$ cat src/acrt_consts.svh
`ifndef ACRT_CONSTS_SVH
`define ACRT_CONSTS_SVH

// ----------------------------------------------------------------
// widths and pin positions in the synchroniser vector
// ----------------------------------------------------------------
`define ACRT_RESULT_W 16
`define ACRT_PIN_W 13
`define ACRT_PIN_CNV 0
`define ACRT_PIN_CS 1
`define ACRT_PIN_SCK 2
`define ACRT_PIN_FAST 3
`define ACRT_PIN_LOWP 4
`define ACRT_PIN_SER 5
`define ACRT_PIN_CODE 6
`define ACRT_PIN_SWAP 7
`define ACRT_PIN_MSTR 8
`define ACRT_PIN_RDC 9
`define ACRT_PIN_DIV0 10
`define ACRT_PIN_DIV1 11
`define ACRT_PIN_SERIAL_DATA_IN 12
`define ACRT_FIFO_DEPTH 8

// ----------------------------------------------------------------
// clock and rounding helpers
// ----------------------------------------------------------------
`define ACRT_CLK_NS 10
`define ACRT_CLK_PS 10000
`define ACRT_CEIL(t, p) (((t) + (p) - 1) / (p))
`define ACRT_FLOOR(t, p) ((t) / (p))

// ----------------------------------------------------------------
// conversion and busy timing
// ----------------------------------------------------------------
`define ACRT_T_CONV_FAST_NS 750
`define ACRT_T_CONV_NORM_NS 1000
`define ACRT_T_CONV_LOWP_NS 1250
`define ACRT_T_DV_TO_BUSY_NS 20
`define ACRT_T_FRAME_TO_BUSY_NS 25
`define ACRT_SYNC_LAT_CYC 4
`define ACRT_FIFO_LAT_CYC 1
`define ACRT_DV_TO_BUSY_CYC `ACRT_CEIL(`ACRT_T_DV_TO_BUSY_NS, `ACRT_CLK_NS)
`define ACRT_SETTLE_CYC (`ACRT_FIFO_LAT_CYC + `ACRT_DV_TO_BUSY_CYC)
`define ACRT_CONV_FAST_CYC (`ACRT_FLOOR(`ACRT_T_CONV_FAST_NS, `ACRT_CLK_NS) - `ACRT_SYNC_LAT_CYC - `ACRT_SETTLE_CYC)
`define ACRT_CONV_NORM_CYC (`ACRT_FLOOR(`ACRT_T_CONV_NORM_NS, `ACRT_CLK_NS) - `ACRT_SYNC_LAT_CYC - `ACRT_SETTLE_CYC)
`define ACRT_CONV_LOWP_CYC (`ACRT_FLOOR(`ACRT_T_CONV_LOWP_NS, `ACRT_CLK_NS) - `ACRT_SYNC_LAT_CYC - `ACRT_SETTLE_CYC)
`define ACRT_BUSY_TAIL_CYC `ACRT_CEIL(`ACRT_T_FRAME_TO_BUSY_NS, `ACRT_CLK_NS)

// ----------------------------------------------------------------
// master serial clock timing per divider setting
// ----------------------------------------------------------------
`define ACRT_T_HI0_NS 15
`define ACRT_T_HI1_NS 25
`define ACRT_T_HI2_NS 50
`define ACRT_T_HI3_NS 100
`define ACRT_T_LO0_PS 9500
`define ACRT_T_LO1_NS 24
`define ACRT_T_LO2_NS 49
`define ACRT_T_LO3_NS 99
`define ACRT_T_LEAD0_NS 4
`define ACRT_T_LEAD_NS 20
`define ACRT_T_TAIL0_NS 3
`define ACRT_T_TAIL1_NS 60
`define ACRT_T_TAIL2_NS 140
`define ACRT_T_TAIL3_NS 300
`define ACRT_HI0_CYC `ACRT_CEIL(`ACRT_T_HI0_NS, `ACRT_CLK_NS)
`define ACRT_HI1_CYC `ACRT_CEIL(`ACRT_T_HI1_NS, `ACRT_CLK_NS)
`define ACRT_HI2_CYC `ACRT_CEIL(`ACRT_T_HI2_NS, `ACRT_CLK_NS)
`define ACRT_HI3_CYC `ACRT_CEIL(`ACRT_T_HI3_NS, `ACRT_CLK_NS)
`define ACRT_LO0_CYC `ACRT_CEIL(`ACRT_T_LO0_PS, `ACRT_CLK_PS)
`define ACRT_LO1_CYC `ACRT_CEIL(`ACRT_T_LO1_NS, `ACRT_CLK_NS)
`define ACRT_LO2_CYC `ACRT_CEIL(`ACRT_T_LO2_NS, `ACRT_CLK_NS)
`define ACRT_LO3_CYC `ACRT_CEIL(`ACRT_T_LO3_NS, `ACRT_CLK_NS)
`define ACRT_LEAD0_CYC `ACRT_CEIL(`ACRT_T_LEAD0_NS, `ACRT_CLK_NS)
`define ACRT_LEAD_CYC `ACRT_CEIL(`ACRT_T_LEAD_NS, `ACRT_CLK_NS)
`define ACRT_TAIL0_CYC `ACRT_CEIL(`ACRT_T_TAIL0_NS, `ACRT_CLK_NS)
`define ACRT_TAIL1_CYC `ACRT_CEIL(`ACRT_T_TAIL1_NS, `ACRT_CLK_NS)
`define ACRT_TAIL2_CYC `ACRT_CEIL(`ACRT_T_TAIL2_NS, `ACRT_CLK_NS)
`define ACRT_TAIL3_CYC `ACRT_CEIL(`ACRT_T_TAIL3_NS, `ACRT_CLK_NS)

`endif

$ cat src/acrt_pkg.sv
`include "acrt_consts.svh"

package acrt_pkg;

  typedef logic [1:0] acrt_div_t;
  typedef logic [`ACRT_RESULT_W-1:0] acrt_word_t;

  typedef enum logic [2:0] {C_IDLE, C_CONV, C_SETTLE, C_WAIT_SER, C_TAIL} acrt_conv_state_t;
  typedef enum logic [2:0] {S_IDLE, S_LEAD, S_HIGH, S_LOW, S_TAIL} acrt_ser_state_t;

  typedef struct packed {
    logic [`ACRT_PIN_W-1:0] s1;
    logic [`ACRT_PIN_W-1:0] s2;
    logic [`ACRT_PIN_W-1:0] s3;
    logic [`ACRT_PIN_W-1:0] filt;
    acrt_conv_state_t cst;
    logic [7:0] ctmr;
    logic busy;
    acrt_ser_state_t sst;
    logic [7:0] stmr;
    logic [4:0] sbit;
    acrt_word_t sshift;
    logic frame;
    logic sclk;
    logic sdo;
    acrt_word_t out_word;
    logic out_full;
    acrt_word_t par;
    logic lact;
    logic [4:0] lbit;
    acrt_word_t lshift;
  } acrt_state_t;

endpackage : acrt_pkg

$ cat src/acrt_fifo_if.sv
`timescale 1ns/100ps
`default_nettype none

interface acrt_fifo_if #(
  parameter int WIDTH = 16
);
  logic push_valid;
  logic push_ready;
  logic [WIDTH-1:0] push_data;
  logic pop_valid;
  logic pop_ready;
  logic [WIDTH-1:0] pop_data;

  modport fifo (
    input push_valid,
    input push_data,
    input pop_ready,
    output push_ready,
    output pop_valid,
    output pop_data
  );

  modport user (
    output push_valid,
    output push_data,
    output pop_ready,
    input push_ready,
    input pop_valid,
    input pop_data
  );
endinterface : acrt_fifo_if

`default_nettype wire

$ cat src/acrt_fifo.sv
`timescale 1ns/100ps
`default_nettype none

module acrt_fifo #(
  parameter int WIDTH = 16,
  parameter int DEPTH = 8
) (
  // clock and reset
  input wire logic core_clk,
  input wire logic arst_n,
  // queue ports
  acrt_fifo_if.fifo q
);
  import acrt_pkg::*;

  localparam int AW = (DEPTH > 1) ? $clog2(DEPTH) : 1;
  localparam int CW = $clog2(DEPTH + 1);
  localparam logic [AW-1:0] LAST = AW'(DEPTH - 1);
  localparam logic [CW-1:0] FULL = CW'(DEPTH);

  typedef struct packed {
    logic [DEPTH-1:0][WIDTH-1:0] mem;
    logic [AW-1:0] wr;
    logic [AW-1:0] rd;
    logic [CW-1:0] cnt;
  } acrt_fifo_state_t;

  acrt_fifo_state_t st_q;
  acrt_fifo_state_t st_d;
  logic do_push;
  logic do_pop;

  // honest flags: full stalls the filling side, empty hides stale data
  assign q.push_ready = (st_q.cnt != FULL);
  assign q.pop_valid = (st_q.cnt != '0);
  assign q.pop_data = st_q.mem[st_q.rd];
  assign do_push = q.push_valid && q.push_ready;
  assign do_pop = q.pop_valid && q.pop_ready;

  always_comb
  begin
    st_d = st_q;
    if (do_push)
    begin
      st_d.mem[st_q.wr] = q.push_data;
      st_d.wr = (st_q.wr == LAST) ? '0 : AW'(st_q.wr + 1'b1);
    end
    if (do_pop)
    begin
      st_d.rd = (st_q.rd == LAST) ? '0 : AW'(st_q.rd + 1'b1);
    end
    if (do_push && !do_pop)
    begin
      st_d.cnt = CW'(st_q.cnt + 1'b1);
    end
    else if (do_pop && !do_push)
    begin
      st_d.cnt = CW'(st_q.cnt - 1'b1);
    end
  end

  always_ff @(posedge core_clk or negedge arst_n)
  begin
    if (!arst_n)
    begin
      st_q <= '0;
    end
    else
    begin
      st_q <= st_d;
    end
  end
endmodule : acrt_fifo

`default_nettype wire

$ cat src/acrt_readout.sv
// Overview of operation
// - conversion finishes within 0.75/1/1.25 us
// - busy high bounded by rate mode
// - parallel result valid within conversion time
// - data valid 20 ns before busy falls
// - divider select sets serial clock period
// - serial clock high and low minimums
// - frame lead before first serial edge
// - frame held after last serial edge
// - read-after-convert busy bounded per divider
// - read-after frame only after conversion done
// - busy ends shortly after frame drops
// - read-during frame follows convert start
// - deselect releases master serial outputs
// - select drives serial clock output
// - slave shifts on host clock edge
// - serial select picks serial or parallel
// - code select inverts msb for twos complement
// - byte order select swaps bus bytes
`timescale 1ns/100ps
`default_nettype none
`include "acrt_consts.svh"

module acrt_readout #(
  parameter int FIFO_DEPTH = `ACRT_FIFO_DEPTH
) (
  // clock and reset
  input wire logic core_clk,
  input wire logic arst_n,
  // conversion control
  input wire logic convert_start_n,
  output logic busy,
  // rate and format straps
  input wire logic fastest_rate_mode,
  input wire logic low_power_rate_mode,
  input wire logic serial_parallel_select,
  input wire logic output_code_select,
  input wire logic byte_order_select,
  input wire logic serial_master_select,
  input wire logic read_during_convert,
  input wire acrt_pkg::acrt_div_t clock_divider_select,
  // sampled result from the analog core
  input wire acrt_pkg::acrt_word_t sar_result,
  // parallel port
  output acrt_pkg::acrt_word_t parallel_data,
  output logic parallel_data_oe,
  // serial port
  input wire logic device_select_n,
  input wire logic serial_clock_in,
  input wire logic serial_data_in,
  output logic serial_data_out,
  output logic serial_data_out_oe,
  output logic frame_marker,
  output logic frame_marker_oe,
  output logic serial_clock_out,
  output logic serial_clock_out_oe
);
  import acrt_pkg::*;

  // ----------------------------------------------------------------
  // per-divider serial timing
  // ----------------------------------------------------------------
  function automatic logic [7:0] hi_cyc(input acrt_div_t d);
    logic [7:0] r;
    unique case (d)
      2'h0: r = 8'(`ACRT_HI0_CYC);
      2'h1: r = 8'(`ACRT_HI1_CYC);
      2'h2: r = 8'(`ACRT_HI2_CYC);
      2'h3: r = 8'(`ACRT_HI3_CYC);
    endcase
    return r;
  endfunction : hi_cyc

  function automatic logic [7:0] lo_cyc(input acrt_div_t d);
    logic [7:0] r;
    unique case (d)
      2'h0: r = 8'(`ACRT_LO0_CYC);
      2'h1: r = 8'(`ACRT_LO1_CYC);
      2'h2: r = 8'(`ACRT_LO2_CYC);
      2'h3: r = 8'(`ACRT_LO3_CYC);
    endcase
    return r;
  endfunction : lo_cyc

  function automatic logic [7:0] tail_cyc(input acrt_div_t d);
    logic [7:0] r;
    unique case (d)
      2'h0: r = 8'(`ACRT_TAIL0_CYC);
      2'h1: r = 8'(`ACRT_TAIL1_CYC);
      2'h2: r = 8'(`ACRT_TAIL2_CYC);
      2'h3: r = 8'(`ACRT_TAIL3_CYC);
    endcase
    return r;
  endfunction : tail_cyc

  // ----------------------------------------------------------------
  // state, result queue and decoded pins
  // ----------------------------------------------------------------
  acrt_state_t st_q;
  acrt_state_t st_d;
  acrt_fifo_if #(.WIDTH(`ACRT_RESULT_W)) rq ();

  acrt_fifo #(
    .WIDTH(`ACRT_RESULT_W),
    .DEPTH(FIFO_DEPTH)
  ) u_result_fifo (
    .core_clk(core_clk),
    .arst_n(arst_n),
    .q(rq.fifo)
  );

  logic [`ACRT_PIN_W-1:0] pins;
  logic [`ACRT_PIN_W-1:0] agree;
  logic start_fall;
  logic sck_fall;
  logic ser_mode;
  logic master;
  logic cs_active;
  logic rd_during;
  logic code_bin;
  logic swap;
  acrt_div_t div;
  logic [7:0] conv_cyc;
  logic ser_go;
  acrt_word_t coded;

  assign pins = {serial_data_in, clock_divider_select, read_during_convert, serial_master_select,
                 byte_order_select, output_code_select, serial_parallel_select, low_power_rate_mode,
                 fastest_rate_mode, serial_clock_in, device_select_n, convert_start_n};
  assign agree = ~(st_q.s2 ^ st_q.s3);
  // a falling edge counts once the second and third stages agree low
  assign start_fall = st_q.filt[`ACRT_PIN_CNV] && agree[`ACRT_PIN_CNV] && !st_q.s3[`ACRT_PIN_CNV];
  assign sck_fall = st_q.filt[`ACRT_PIN_SCK] && agree[`ACRT_PIN_SCK] && !st_q.s3[`ACRT_PIN_SCK];
  assign ser_mode = st_q.filt[`ACRT_PIN_SER];
  assign master = st_q.filt[`ACRT_PIN_MSTR];
  assign cs_active = !st_q.filt[`ACRT_PIN_CS];
  assign rd_during = st_q.filt[`ACRT_PIN_RDC];
  assign code_bin = st_q.filt[`ACRT_PIN_CODE];
  assign swap = st_q.filt[`ACRT_PIN_SWAP];
  assign div = {st_q.filt[`ACRT_PIN_DIV1], st_q.filt[`ACRT_PIN_DIV0]};

  // ----------------------------------------------------------------
  // rate decode
  // ----------------------------------------------------------------
  always_comb
  begin
    conv_cyc = 8'(`ACRT_CONV_NORM_CYC);
    if (st_q.filt[`ACRT_PIN_FAST] && !st_q.filt[`ACRT_PIN_LOWP])
    begin
      conv_cyc = 8'(`ACRT_CONV_FAST_CYC);
    end
    else if (st_q.filt[`ACRT_PIN_LOWP] && !st_q.filt[`ACRT_PIN_FAST])
    begin
      conv_cyc = 8'(`ACRT_CONV_LOWP_CYC);
    end
  end

  assign coded = {sar_result[`ACRT_RESULT_W-1] ^ !code_bin, sar_result[`ACRT_RESULT_W-2:0]};

  // the queue refuses a start when full, so a result is never dropped
  assign rq.push_valid = (st_q.cst == C_CONV) && (st_q.ctmr == '0);
  assign rq.push_data = coded;
  assign rq.pop_ready = !st_q.out_full;

  always_comb
  begin
    ser_go = 1'b0;
    if (ser_mode && master && st_q.sst == S_IDLE && st_q.out_full)
    begin
      if (rd_during)
      begin
        ser_go = (st_q.cst == C_IDLE) && start_fall && rq.push_ready;
      end
      else
      begin
        ser_go = (st_q.cst == C_SETTLE) && (st_q.ctmr == '0);
      end
    end
  end

  // ----------------------------------------------------------------
  // next state
  // ----------------------------------------------------------------
  always_comb
  begin
    st_d = st_q;
    st_d.s1 = pins;
    st_d.s2 = st_q.s1;
    st_d.s3 = st_q.s2;
    st_d.filt = (agree & st_q.s3) | (~agree & st_q.filt);

    // conversion sequencer
    unique case (st_q.cst)
      C_IDLE:
      begin
        if (start_fall && rq.push_ready)
        begin
          st_d.cst = C_CONV;
          st_d.ctmr = conv_cyc - 8'h01;
        end
      end
      C_CONV:
      begin
        if (st_q.ctmr == '0)
        begin
          st_d.cst = C_SETTLE;
          st_d.ctmr = 8'(`ACRT_SETTLE_CYC - 1);
        end
        else
        begin
          st_d.ctmr = st_q.ctmr - 8'h01;
        end
      end
      C_SETTLE:
      begin
        if (st_q.ctmr != '0)
        begin
          st_d.ctmr = st_q.ctmr - 8'h01;
        end
        else if (ser_mode && master && !rd_during)
        begin
          st_d.cst = C_WAIT_SER;
        end
        else
        begin
          st_d.cst = C_IDLE;
        end
      end
      C_WAIT_SER:
      begin
        if (st_q.sst == S_IDLE)
        begin
          st_d.cst = C_TAIL;
          st_d.ctmr = 8'(`ACRT_BUSY_TAIL_CYC - 1);
        end
      end
      C_TAIL:
      begin
        if (st_q.ctmr == '0)
        begin
          st_d.cst = C_IDLE;
        end
        else
        begin
          st_d.ctmr = st_q.ctmr - 8'h01;
        end
      end
    endcase
    st_d.busy = (st_d.cst != C_IDLE);

    // output stage: parallel mode overwrites, serial holds until shifted out
    if (rq.pop_valid && rq.pop_ready)
    begin
      st_d.out_word = rq.pop_data;
      st_d.out_full = ser_mode;
      st_d.par = swap ? {rq.pop_data[7:0], rq.pop_data[15:8]} : rq.pop_data;
    end

    // master serial engine
    unique case (st_q.sst)
      S_IDLE:
      begin
        if (ser_go)
        begin
          st_d.sst = S_LEAD;
          st_d.frame = 1'b1;
          st_d.sclk = 1'b0;
          st_d.sshift = st_q.out_word;
          st_d.sbit = '0;
          st_d.stmr = ((div == 2'h0) ? 8'(`ACRT_LEAD0_CYC) : 8'(`ACRT_LEAD_CYC)) - 8'h01;
        end
      end
      S_LEAD:
      begin
        if (st_q.stmr == '0)
        begin
          st_d.sst = S_HIGH;
          st_d.sclk = 1'b1;
          st_d.stmr = hi_cyc(div) - 8'h01;
        end
        else
        begin
          st_d.stmr = st_q.stmr - 8'h01;
        end
      end
      S_HIGH:
      begin
        if (st_q.stmr != '0)
        begin
          st_d.stmr = st_q.stmr - 8'h01;
        end
        else if (st_q.sbit == 5'(`ACRT_RESULT_W - 1))
        begin
          st_d.sst = S_TAIL;
          st_d.sclk = 1'b0;
          st_d.stmr = tail_cyc(div) - 8'h01;
        end
        else
        begin
          st_d.sst = S_LOW;
          st_d.sclk = 1'b0;
          st_d.sshift = {st_q.sshift[`ACRT_RESULT_W-2:0], 1'b0};
          st_d.sbit = st_q.sbit + 5'h01;
          st_d.stmr = lo_cyc(div) - 8'h01;
        end
      end
      S_LOW:
      begin
        if (st_q.stmr == '0)
        begin
          st_d.sst = S_HIGH;
          st_d.sclk = 1'b1;
          st_d.stmr = hi_cyc(div) - 8'h01;
        end
        else
        begin
          st_d.stmr = st_q.stmr - 8'h01;
        end
      end
      S_TAIL:
      begin
        if (st_q.stmr == '0)
        begin
          st_d.sst = S_IDLE;
          st_d.frame = 1'b0;
          st_d.out_full = 1'b0;
        end
        else
        begin
          st_d.stmr = st_q.stmr - 8'h01;
        end
      end
    endcase

    // slave serial engine
    if (ser_mode && !master)
    begin
      if (!st_q.lact && st_q.out_full)
      begin
        st_d.lact = 1'b1;
        st_d.lshift = st_q.out_word;
        st_d.lbit = '0;
      end
      else if (st_q.lact && sck_fall)
      begin
        st_d.lshift = {st_q.lshift[`ACRT_RESULT_W-2:0], st_q.filt[`ACRT_PIN_SERIAL_DATA_IN]};
        st_d.lbit = st_q.lbit + 5'h01;
        if (st_q.lbit == 5'(`ACRT_RESULT_W - 1))
        begin
          st_d.lact = 1'b0;
          st_d.out_full = 1'b0;
        end
      end
    end
    else
    begin
      st_d.lact = 1'b0;
    end
    st_d.sdo = master ? st_d.sshift[`ACRT_RESULT_W-1] : st_d.lshift[`ACRT_RESULT_W-1];
  end

  always_ff @(posedge core_clk or negedge arst_n)
  begin
    if (!arst_n)
    begin
      st_q <= '0;
    end
    else
    begin
      st_q <= st_d;
    end
  end

  // ----------------------------------------------------------------
  // pin drive
  // ----------------------------------------------------------------
  assign busy = st_q.busy;
  assign parallel_data = st_q.par;
  assign serial_data_out = st_q.sdo;
  assign frame_marker = st_q.frame;
  assign serial_clock_out = st_q.sclk;
  assign parallel_data_oe = !ser_mode && cs_active;
  assign serial_clock_out_oe = ser_mode && master && cs_active;
  assign frame_marker_oe = ser_mode && master && cs_active;
  assign serial_data_out_oe = ser_mode && cs_active;
endmodule : acrt_readout

`default_nettype wire

$ cat config.mk
export PLATFORM = sky130hd
export DESIGN_NAME = acrt_readout
export DESIGN_NICKNAME = d
export VERILOG_FILES = /design/src/acrt_pkg.sv /design/src/acrt_fifo_if.sv /design/src/acrt_fifo.sv /design/src/acrt_readout.sv
export VERILOG_INCLUDE_DIRS = /design/src
export SDC_FILE = /design/constraint.sdc
export NUM_CORES = 1
export LEC_CHECK = 0
export BUFFER_PORTS_ARGS = -buffer_cell sky130_fd_sc_hd__buf_2
export CAP_MARGIN = 20
export CELL_PAD_IN_SITES_DETAIL_PLACEMENT = 0
export CELL_PAD_IN_SITES_GLOBAL_PLACEMENT = 2
export CORE_MARGIN = 10
export CORE_UTILIZATION = 39
export DETAILED_ROUTE_END_ITERATION = 10
export HOLD_SLACK_MARGIN = 0.1
export PLACE_DENSITY = 0.82
export SYNTH_ARGS = -nofsm -noshare
export SYNTH_HDL_FRONTEND = slang
export SYNTH_SLANG_ARGS = --single-unit
$ cat constraint.sdc
create_clock -name core_clk -period 2.9 [get_ports core_clk]
set_clock_uncertainty 0.15 [all_clocks]
set_input_delay 0.145 -clock core_clk [delete_from_list [all_inputs] [get_ports core_clk]]
set_output_delay 0.145 -clock core_clk [all_outputs]
set_load 0.01 [all_outputs]
After elaboration in Yosys (flattened, before gate mapping):

Cells that the tools add are included.

* register bits after elaboration: 292
* bits of input ports: 31
* output and inout bits: 24
* word-level logic and storage cells: 215

* $add $sub $neg: 14
* $lt $le $gt $ge: 3
* equality and inequality tests: 28
* mux-type cells: 68
* bitwise logic cells: 7
* reductions and logical operators: 62

Operators with widths (count)
* 8-bit two-way mux: 17
* 128-bit bitwise mux: 1
* 11-bit one-hot mux with 5 select lines: 2
* 8-bit one-hot mux with 4 select lines: 3
* 16-bit two-way mux: 4
* 8-bit by 1-bit subtractor with 8-bit output, second input constant: 7
* 16-bit binary-select mux with 3-bit select: 1
* 16-bit demux with 3-bit select: 1
* 22-bit two-way mux: 2
* 21-bit two-way mux: 2
* 21-bit one-hot mux with 2 select lines: 1
* 34-bit two-way mux: 1
* 11-bit two-way mux: 3
* 13-bit bitwise AND: 2
* 1-bit logical AND: 26
* 13-bit NOT: 2
* 3-bit two-way mux: 8
* 17-bit two-way mux: 1
* 8-bit logical NOT: 2
* 8-bit nonzero test: 2
* 1-bit two-way mux: 14
* 2-bit inequality test, second input constant: 7
* 1-bit logical NOT: 13
* 13-bit bitwise OR: 1
* 32 further kinds: 59

Longest topological paths before layout:

Gate-level depths: netlist of run 1.

* word-level depth: 11
* depth in mapped cells: 15

Modules after synthesis:

A second synthesis of run 1 with hierarchy kept.

* cells, all modules: 1030
* area total of the unflattened synthesis: 13643.1 um^2

By module, submodules not included
* acrt_readout: instances 1, cells an instance 641, area an instance 7108.1 um^2, sequential area each 3853.7 um^2
* acrt_fifo: instances 1, cells an instance 389, area an instance 6535.0 um^2, sequential area each 3453.3 um^2

Worst setup path after synthesis of run 1:

OpenSTA, ideal clock, no wires.

* path kind: register to register
* start point: register st_q[91] (netlist bit)
* end point: register u_result_fifo.st_q[3] (netlist bit)
* library setup time: 0.125 ns
* arrival time: 2.938 ns
* data required time: 2.625 ns
* path slack: -0.314 ns
* stages on the path, launching flop included: 16
* path through: dfrtp_1 inv_1 ha_1 nor3b_1 nand2_2 or3_1 buf_6 inv_1 ha_1 inv_1 ha_1 a21o_1 a21oi_1 xnor2_1 nor2_1 xor2_1

* cells in the longest elaborated chain, start to end: 6
* elaborated cells between the ends (all ways): 8
* classes of those cells: 1 x mux; 7 x reduce/logical

Ends and longest elaborated chain
* start: declaration: line acrt_readout.sv:99 `acrt_state_t st_q;`
* start signal: assignment: line acrt_readout.sv:370 `st_q <= st_d;`
* 8-bit logical NOT *: line acrt_readout.sv:161 `assign rq.push_valid = (st_q.cst == C_CONV) && (st_q.ctmr == '0);`
* 1-bit logical AND *: line acrt_readout.sv:161
* 1-bit logical AND *: line acrt_fifo.sv:37 `assign do_push = q.push_valid && q.push_ready;`
* named net u_result_fifo.do_push: line acrt_fifo.sv:30 `logic do_push;`
* 1-bit logical NOT: line acrt_fifo.sv:56 `else if (do_pop && !do_push)`
* 1-bit logical AND: line acrt_fifo.sv:56
* 2-bit nonzero test (no source line)
* end signal: assignment: line acrt_fifo.sv:70 `st_q <= st_d;`
* end: declaration: line acrt_fifo.sv:28 `acrt_fifo_state_t st_q;`

Mark *: on every way through the listed nets, which the timed path passes. The rest lies on a longest branch.
A chain may end at the register's enable or synchronous reset.

Worst setup path after layout of run 1:

Ends and elaborated chain as after synthesis.

==> run_results.csv, run 1 <==
group,metric,value,unit
cts,cts_root_buf,"clkbuf_16",
floorplanning,coreArea,0.0336,sq mm
logic_synthesis,synth_area,0.0133,sq mm
floorplanning,io_pins,55,
timing,max_freq,0.358,GHz
cts,clk_pin_slew_worst_paths,60,ps
floorplanning,start_util,39.6,%
min_path,hold_class,"reg2reg",
logic_synthesis,netlist_instances,1082,
critical_path,r2r_start,"st_q[91]",
critical_path,critPathMaxFanout,5,
cts,max-clock-path-buffers,3,
place,gp_congestion,0.759,
drt,dr.pass1.iters,5,
floorplanning,die-width,205,um
logic_synthesis,synthArstFlopShare,100,%
critical_path,critical_path_arrival,3110,ps
power_and_ir_drop,pwr-share-seq,39.6,%
timing,fin_setup_tns,0,ps
critical_path,path_class,"reg2reg",
place,hpwl,19400,um
power_and_ir_drop,p_comb_share,30.4,%
logic_synthesis,synthFlopType,"dfrtp_1",
floorplanning,num_rows,67,
power_and_ir_drop,power_frac_clock,30.0,%
min_path,hold_depth,0,
place,port_buffers,54,
timing,max_slew.worst_pin.slew,722,ps
power_and_ir_drop,peakVddDrop,517,uV
critical_path,regToRegSetupSlack,110,ps
drt,route.detailed.drc,0,
power_and_ir_drop,power,14.3,mW
drt,drtIter0Drc,517,
layout,layout.cells.most_common_list,"dfrtp_1, mux2_2, nand2_1, o21ai_0, buf_2",
place,post-place-cells,1569,
power_and_ir_drop,power_density,895,mW/mm^2
logic_synthesis,syn_nets,1139,
min_path,min-delay-start,"st_d[138]",
layout,layout_commonest_cell,"dfrtp_1",
drt,wirelength,29400,um
critical_path,cp-startpoint,"st_q[91]",
run,maxCapViolCount,0,
logic_synthesis,avgSynthCellArea,12.3,sq um
drt,ant_nets,0,
cts,insertion_delay,580,ps
logic_synthesis,synth-seq-cells,292,
floorplanning,die_h,205,um
grt,grt_pass1_vias,9018,
grt,grt_max_degree,75,
grt,grt_pass1_wl,48900,um
layout,diodes,0,
critical_path,ff2ff_path_depth,14,
cts,cts_tree,"yes",
critical_path,critPathCaptureType,"flip-flop",
layout,final_nets,1257,
logic_synthesis,yosysUniqueCellTypes,66,
power_and_ir_drop,net-switching-power,4.55,mW
power_and_ir_drop,swShare,31.8,%
drt,drt-wirelength-per-cell,17.6,um
timing,slew_viol_final,0,
critical_path,timing.rr.end,"u_result_fifo.st_q[3]",
drt,via_per_inst,5.21,
logic_synthesis,yosys-top-cells-area,"dfrtp_1, mux2_2, mux4_2",
power_and_ir_drop,p_int,9.74,mW
status,status,"finished clean",
critical_path,required,3220,ps
cts,cts-buffers-inserted,31,
floorplanning,dieArea,0.0420,sq mm
layout,area_growth,19.9,%
timing,fin_crit,2790,ps
logic_synthesis,synth_edf_count,0,
layout,final_layout_size_suffix_gt1_share,29.8,%
timing,hold_violations,0,
logic_synthesis,yosysSeqAreaShare,54.8,%
grt,grt.overflow.total,0,
drt,vias,8713,
timing,grt_setup_unrepaired,"false",
grt,antenna_found_initial,0,
logic_synthesis,ys_warn_count,0,
cts,cts_sinks,292,
cts,htree_levels,1,
timing,finalCritPeriodShare,96.3,%
grt,track_usage,14.2,%
min_path,min_to,"st_d[125]",
logic_synthesis,synthDominantCellAreaShare,54.8,%
layout,final_cells,1673,
power_and_ir_drop,p_leak,7.09,nW
critical_path,critPathLaunchType,"flip-flop",
timing,relSlewSlack,51.9,%
timing,setup_viol,0,
logic_synthesis,synth_top_cell_by_area,"dfrtp_1",
[registers in the layout, summed over array words and instances, names as in the netlist, named ones only]
name                flops
u_result_fifo.st_q    138
st_q                   95
st_d                   26
parallel_data          16
busy                    1
frame_marker            1
serial_clock_out        1
serial_data_out         1
[cell type report]
type                    count  area [sq um]
repair buffers            157          1290
inverters                  22          85.1
multi-input cells         696          5620
clock buffers              47           926
fillers                  3011         17600
well taps                 448           561
flip-flops and latches    292          7310
clock inverters            11           195
[power by group through the flow]
stage               combinational, mW  clock, mW  sequential, mW
floorplan                        3.13          0            5.42
global placement                 4.26          0            5.70
detailed placement               4.30          0            5.72
CTS                              4.37       4.41            5.66
global route                     4.82       4.58            5.78
finish                           4.35       4.30            5.65
[worst max-delay path by stage]
stage / end / cells after the start / slack [ps]
global route: u_result_fifo.st_q[3] / 14 / 3
finish: u_result_fifo.st_q[3] / 14 / 110
CTS: u_result_fifo.st_q[3] / 14 / 40
global placement: u_result_fifo.st_q[3] / 14 / 110
floorplan: u_result_fifo.st_q[3] / 13 / 20
detailed placement: u_result_fifo.st_q[3] / 12 / 60
[worst max-delay path, cell delays in order (launching register included)]
cell     delay (ps)
dfrtp_1         390
inv_2            70
ha_1            150
nor3b_4         200
nand2_2          80
or3_4           400
inv_4            90
ha_4            130
inv_1            70
ha_1            270
a21o_1          170
a21oi_2         150
xnor2_1         140
nor2_1           80
xor2_1          140
[kinds of logic after synthesis]
| logic type | Yosys count | synth area share, % |
|---|---|---|
| xor gates and xnor gates | 9 | 0.591 |
| muxes | 192 | 18.8 |
| DFF | 292 | 54.8 |
| and+or+nand+nor | 254 | 9.63 |
| AOI/OAI and AO/OA | 202 | 9.34 |
| buffers and inverters | 94 | 3.37 |
| adders and majority gates | 39 | 3.47 |
[timing repair]
action | CTS | global route
setup buffers | 0 | 2
hold buffers | 44 | 0
hold endpoints to repair | 433 | 0
setup endpoints to repair | 0 | 1
resized for setup | 0 | 3
[stage by stage]
stage	utilization, %	cell area, sq um	worst slack [ps]	hold WS, ps
after floorplan	-	13400	20.7	-301
after global placement	42.8	14400	107	35.0
after detailed placement	42.8	14400	59.0	36.7
after CTS	47.5	16000	36.1	200
after global routing	47.5	16000	2.69	202
final	47.5	16000	106	199
[layer usage]
metal  part of all wire (%)  global-route usage, %  up-vias
met1                     48                   19.5     4429
met5                      0                      0        -
met3                    3.0                   2.39       40
li1                       -                      -     4143
met4                    2.1                   3.52        0
met2                     47                   22.9      101
[synthesized netlist by cell type, types with 3 or more instances]
cell	count
a21o_1	5
nand4_1	4
ha_1	25
a31oi_1	4
nor4_4	3
buf_2	5
a211o_1	3
a22o_1	4
o21ai_0	95
dfrtp_1	292
nor3_1	14
and4b_1	3
nand2_1	127
o22ai_1	3
mux2i_1	17
o211ai_1	4
buf_1	7
nor4_1	8
clkbuf_1	38
xor2_1	4
a22oi_1	35
nand2b_1	12
mux2_2	143
o31ai_1	5
a211oi_1	3
and3_1	3
nand3_1	10
a221oi_1	3
xnor2_1	5
inv_1	21
a21oi_1	24
nor2_1	35
maj3_1	13
nand3b_1	3
buf_4	20
or3_1	4
nor3b_1	4
mux4_2	32
nor2b_1	8
Power figures use the tool's default switching activity.
==> run 2, diff against run 1 <==
CELL_PAD_IN_SITES_DETAIL_PLACEMENT = 1   (was 0)
CELL_PAD_IN_SITES_GLOBAL_PLACEMENT = 1   (was 2)
CORE_UTILIZATION = 40   (was 39)
PLACE_DENSITY = 0.74   (was 0.82)
==> run 2 against run 1 <==
  * Core utilization increased by 1.2 points
  * Clock power fell by 3%
  * Global-route usage rose by 2.3 points
  * Die area shrank 2.3%
  * Setup slack got worse by 34 ps
  * Final cell count shrank 0.12%
  * Worst hold slack worse by 0.71 ps
  * Sequential share of layout area increased by 0.090 points
  * Critical endpoint unchanged
  * Largest power group unchanged
==> run_results.csv, run 2 (same netlist as run 1, synthesis figures left out) <==
group,metric,value,unit
floorplanning,num_rows,66,
critical_path,critPathCaptureType,"flip-flop",
place,gp_congestion,0.813,
drt,route.detailed.drc,0,
layout,largest_reg_flops,138,
grt,track_usage,16.5,%
cts,cts_root_buf,"clkbuf_16",
place,port_buffers,54,
layout,multi_input_area,0.00562,sq mm
layout,layout_commonest_cell,"dfrtp_1",
cts,htree_levels,1,
grt,grt_pass1_wl,55700,um
critical_path,crit_chain,"inv_2, ha_2, nor3b_4, nand2_2, or3_4, inv_4, ha_4, inv_2, ha_1, a21o_1, a21oi_2, xnor2_1, nor2_1, xor2_1",
drt,wl_met1,14600,um
place,hpwl,21400,um
power_and_ir_drop,power_density,903,mW/mm^2
cts,insertion_delay,570,ps
drt,dr_wl_met3,957,um
power_and_ir_drop,peakVddDrop,560,uV
layout,layout.cells.most_common_list,"dfrtp_1, mux2_2, nand2_1, o21ai_0",
cts,clk_pin_slew_worst_paths,60,ps
layout,layout.area.seq,0.00731,sq mm
floorplanning,dieArea,0.0410,sq mm
drt,dr.pass1.iters,8,
grt,grt.overflow.total,0,
cts,cts-buffers-inserted,31,
layout,area_growth,19.7,%
critical_path,critPathLaunchType,"flip-flop",
timing,fin_crit,2830,ps
critical_path,required,3180,ps
timing,finalCritPeriodShare,97.5,%
floorplanning,coreArea,0.0327,sq mm
floorplanning,io_pins,55,
drt,ant_nets,0,
floorplanning,die_h,203,um
grt,antenna_found_initial,2,
drt,wirelength,34000,um
timing,setup_ws,72.4,ps
critical_path,path_buf_inv,3,
timing,relSlewSlack,40.8,%
timing,grt_setup_unrepaired,"true",
min_path,hold_class,"reg2reg",
power_and_ir_drop,swShare,33.3,%
power_and_ir_drop,p_comb_share,31.2,%
timing,max_slew.worst_pin.slew,885,ps
timing,max_freq,0.354,GHz
power_and_ir_drop,pwr-share-seq,39.8,%
drt,via_per_inst,5.44,
timing,hold_violations,0,
status,status,"finished clean",
floorplanning,die-width,203,um
grt,grt_max_degree,76,
timing,slew_viol_final,0,
floorplanning,start_util,40.8,%
place,place_ws,-28.4,ps
cts,cts_sinks,292,
grt,grt_pass1_vias,10100,
timing,setup_viol,0,
layout,fillers,3404,
layout,final_nets,1260,
power_and_ir_drop,power_frac_clock,29.0,%
critical_path,critPathMaxFanout,3,
run,maxCapViolCount,0,
critical_path,path_class,"reg2reg",
critical_path,cpPeakStageDelay,420,ps
cts,max-clock-path-buffers,3,
drt,highest-signal-layer,"met4",
drt,vias,9097,
drt,drt-wirelength-per-cell,20.3,um
layout,final_layout_size_suffix_gt1_share,30.2,%
drt,drtIter0Drc,502,
timing,fin_setup_tns,0,ps
critical_path,critical_path_arrival,3110,ps
cts,cts_tree,"yes",
drt,wl_met2,17700,um
critical_path,path_common_cell,"inv_2",
power_and_ir_drop,net-switching-power,4.79,mW
critical_path,crit_family,"simple AND/OR/NAND/NOR gates",
layout,top_register,"u_result_fifo.st_q",
power_and_ir_drop,p_int,9.61,mW
critical_path,critical-path-slowest-cell,"or3_4",
power_and_ir_drop,p_leak,7.07,nW
## run 2: cell count changes in the layout (fill, tap and decap cells not counted), moves of 2 or more
cell        previous run  this run
diode_2                0         2
clkbuf_1               7         4
buf_12                10         8
clkinvlp_4             0         4
buf_4                 49        53
## run 2: metal layers
metal	GRT usage, %	vias to the layer above
met5	0	-
met3	2.10	48
met1	20.6	4778
met2	29.6	130
li1	-	4141
met4	4.16	0
## run 2: what timing repair did
item / in CTS / in global routing
pin swaps: 0 / 5
cloned: 0 / 0
hold buffers: 45 / 0
endpoints found under the setup margin: 1 / 3
resized for setup: 3 / 4
setup buffers: 0 / 4
endpoints found under the hold margin: 410 / 0
## run 2: final timing paths
kind | start | to | slack [ps] | cells after the start
worst max-delay path | st_q[91] | u_result_fifo.st_q[3] | 70 | 14
worst min-delay path | st_d[130] | st_d[117] | 200 | 0
worst max register to register | st_q[91] | u_result_fifo.st_q[3] | 70 | 14
worst min register to register | st_d[130] | st_d[117] | 200 | 0
max in group asynchronous | arst_n | st_q[118] | 270 | 4
min in group asynchronous | arst_n | st_q[119] | 570 | 3
## run 2: worst register-to-register path, delay by kind of cell (launching register included)
kind                       cells  cell delay, ps
DFF                            1             390
AOI/OAI and AO/OA              2             310
buffers and inverters          3             220
xor gates and xnor gates       2             300
and+or+nand+nor                4             770
adders and majority gates      3             570
## run 2: power by group through the flow
stage	logic [mW]	clock network [mW]	registers, mW
floorplan	3.13	0	5.42
global placement	4.17	0	5.71
detailed placement	4.36	0	5.77
CTS	4.49	4.26	5.72
global route	4.97	4.45	5.84
finish	4.49	4.18	5.73
## run 2: per-stage QoR
step | util (%) | cells | hold WS [ps] | total power [mW] | area (sq um)
after floorplan | - | 1082 | -301 | 8.55 | 13400
after global placement | 43.9 | 1563 | 82.8 | 9.88 | 14400
after detailed placement | 43.9 | 1563 | 89.5 | 10.1 | 14400
after CTS | 48.6 | 1665 | 200 | 14.5 | 15900
after global routing | 48.8 | 1671 | 203 | 15.3 | 15900
final | 48.8 | 1671 | 198 | 14.4 | 15900
## run 2: layout make-up
type	count	area share, %
antenna	2	0.0314
clock buffer	43	5.65
clock inverter	14	1.18
inverter	22	0.534
multi-input combinational	696	35.2
sequential	292	45.8
tap	442	3.47
timing repair buffer	160	8.08
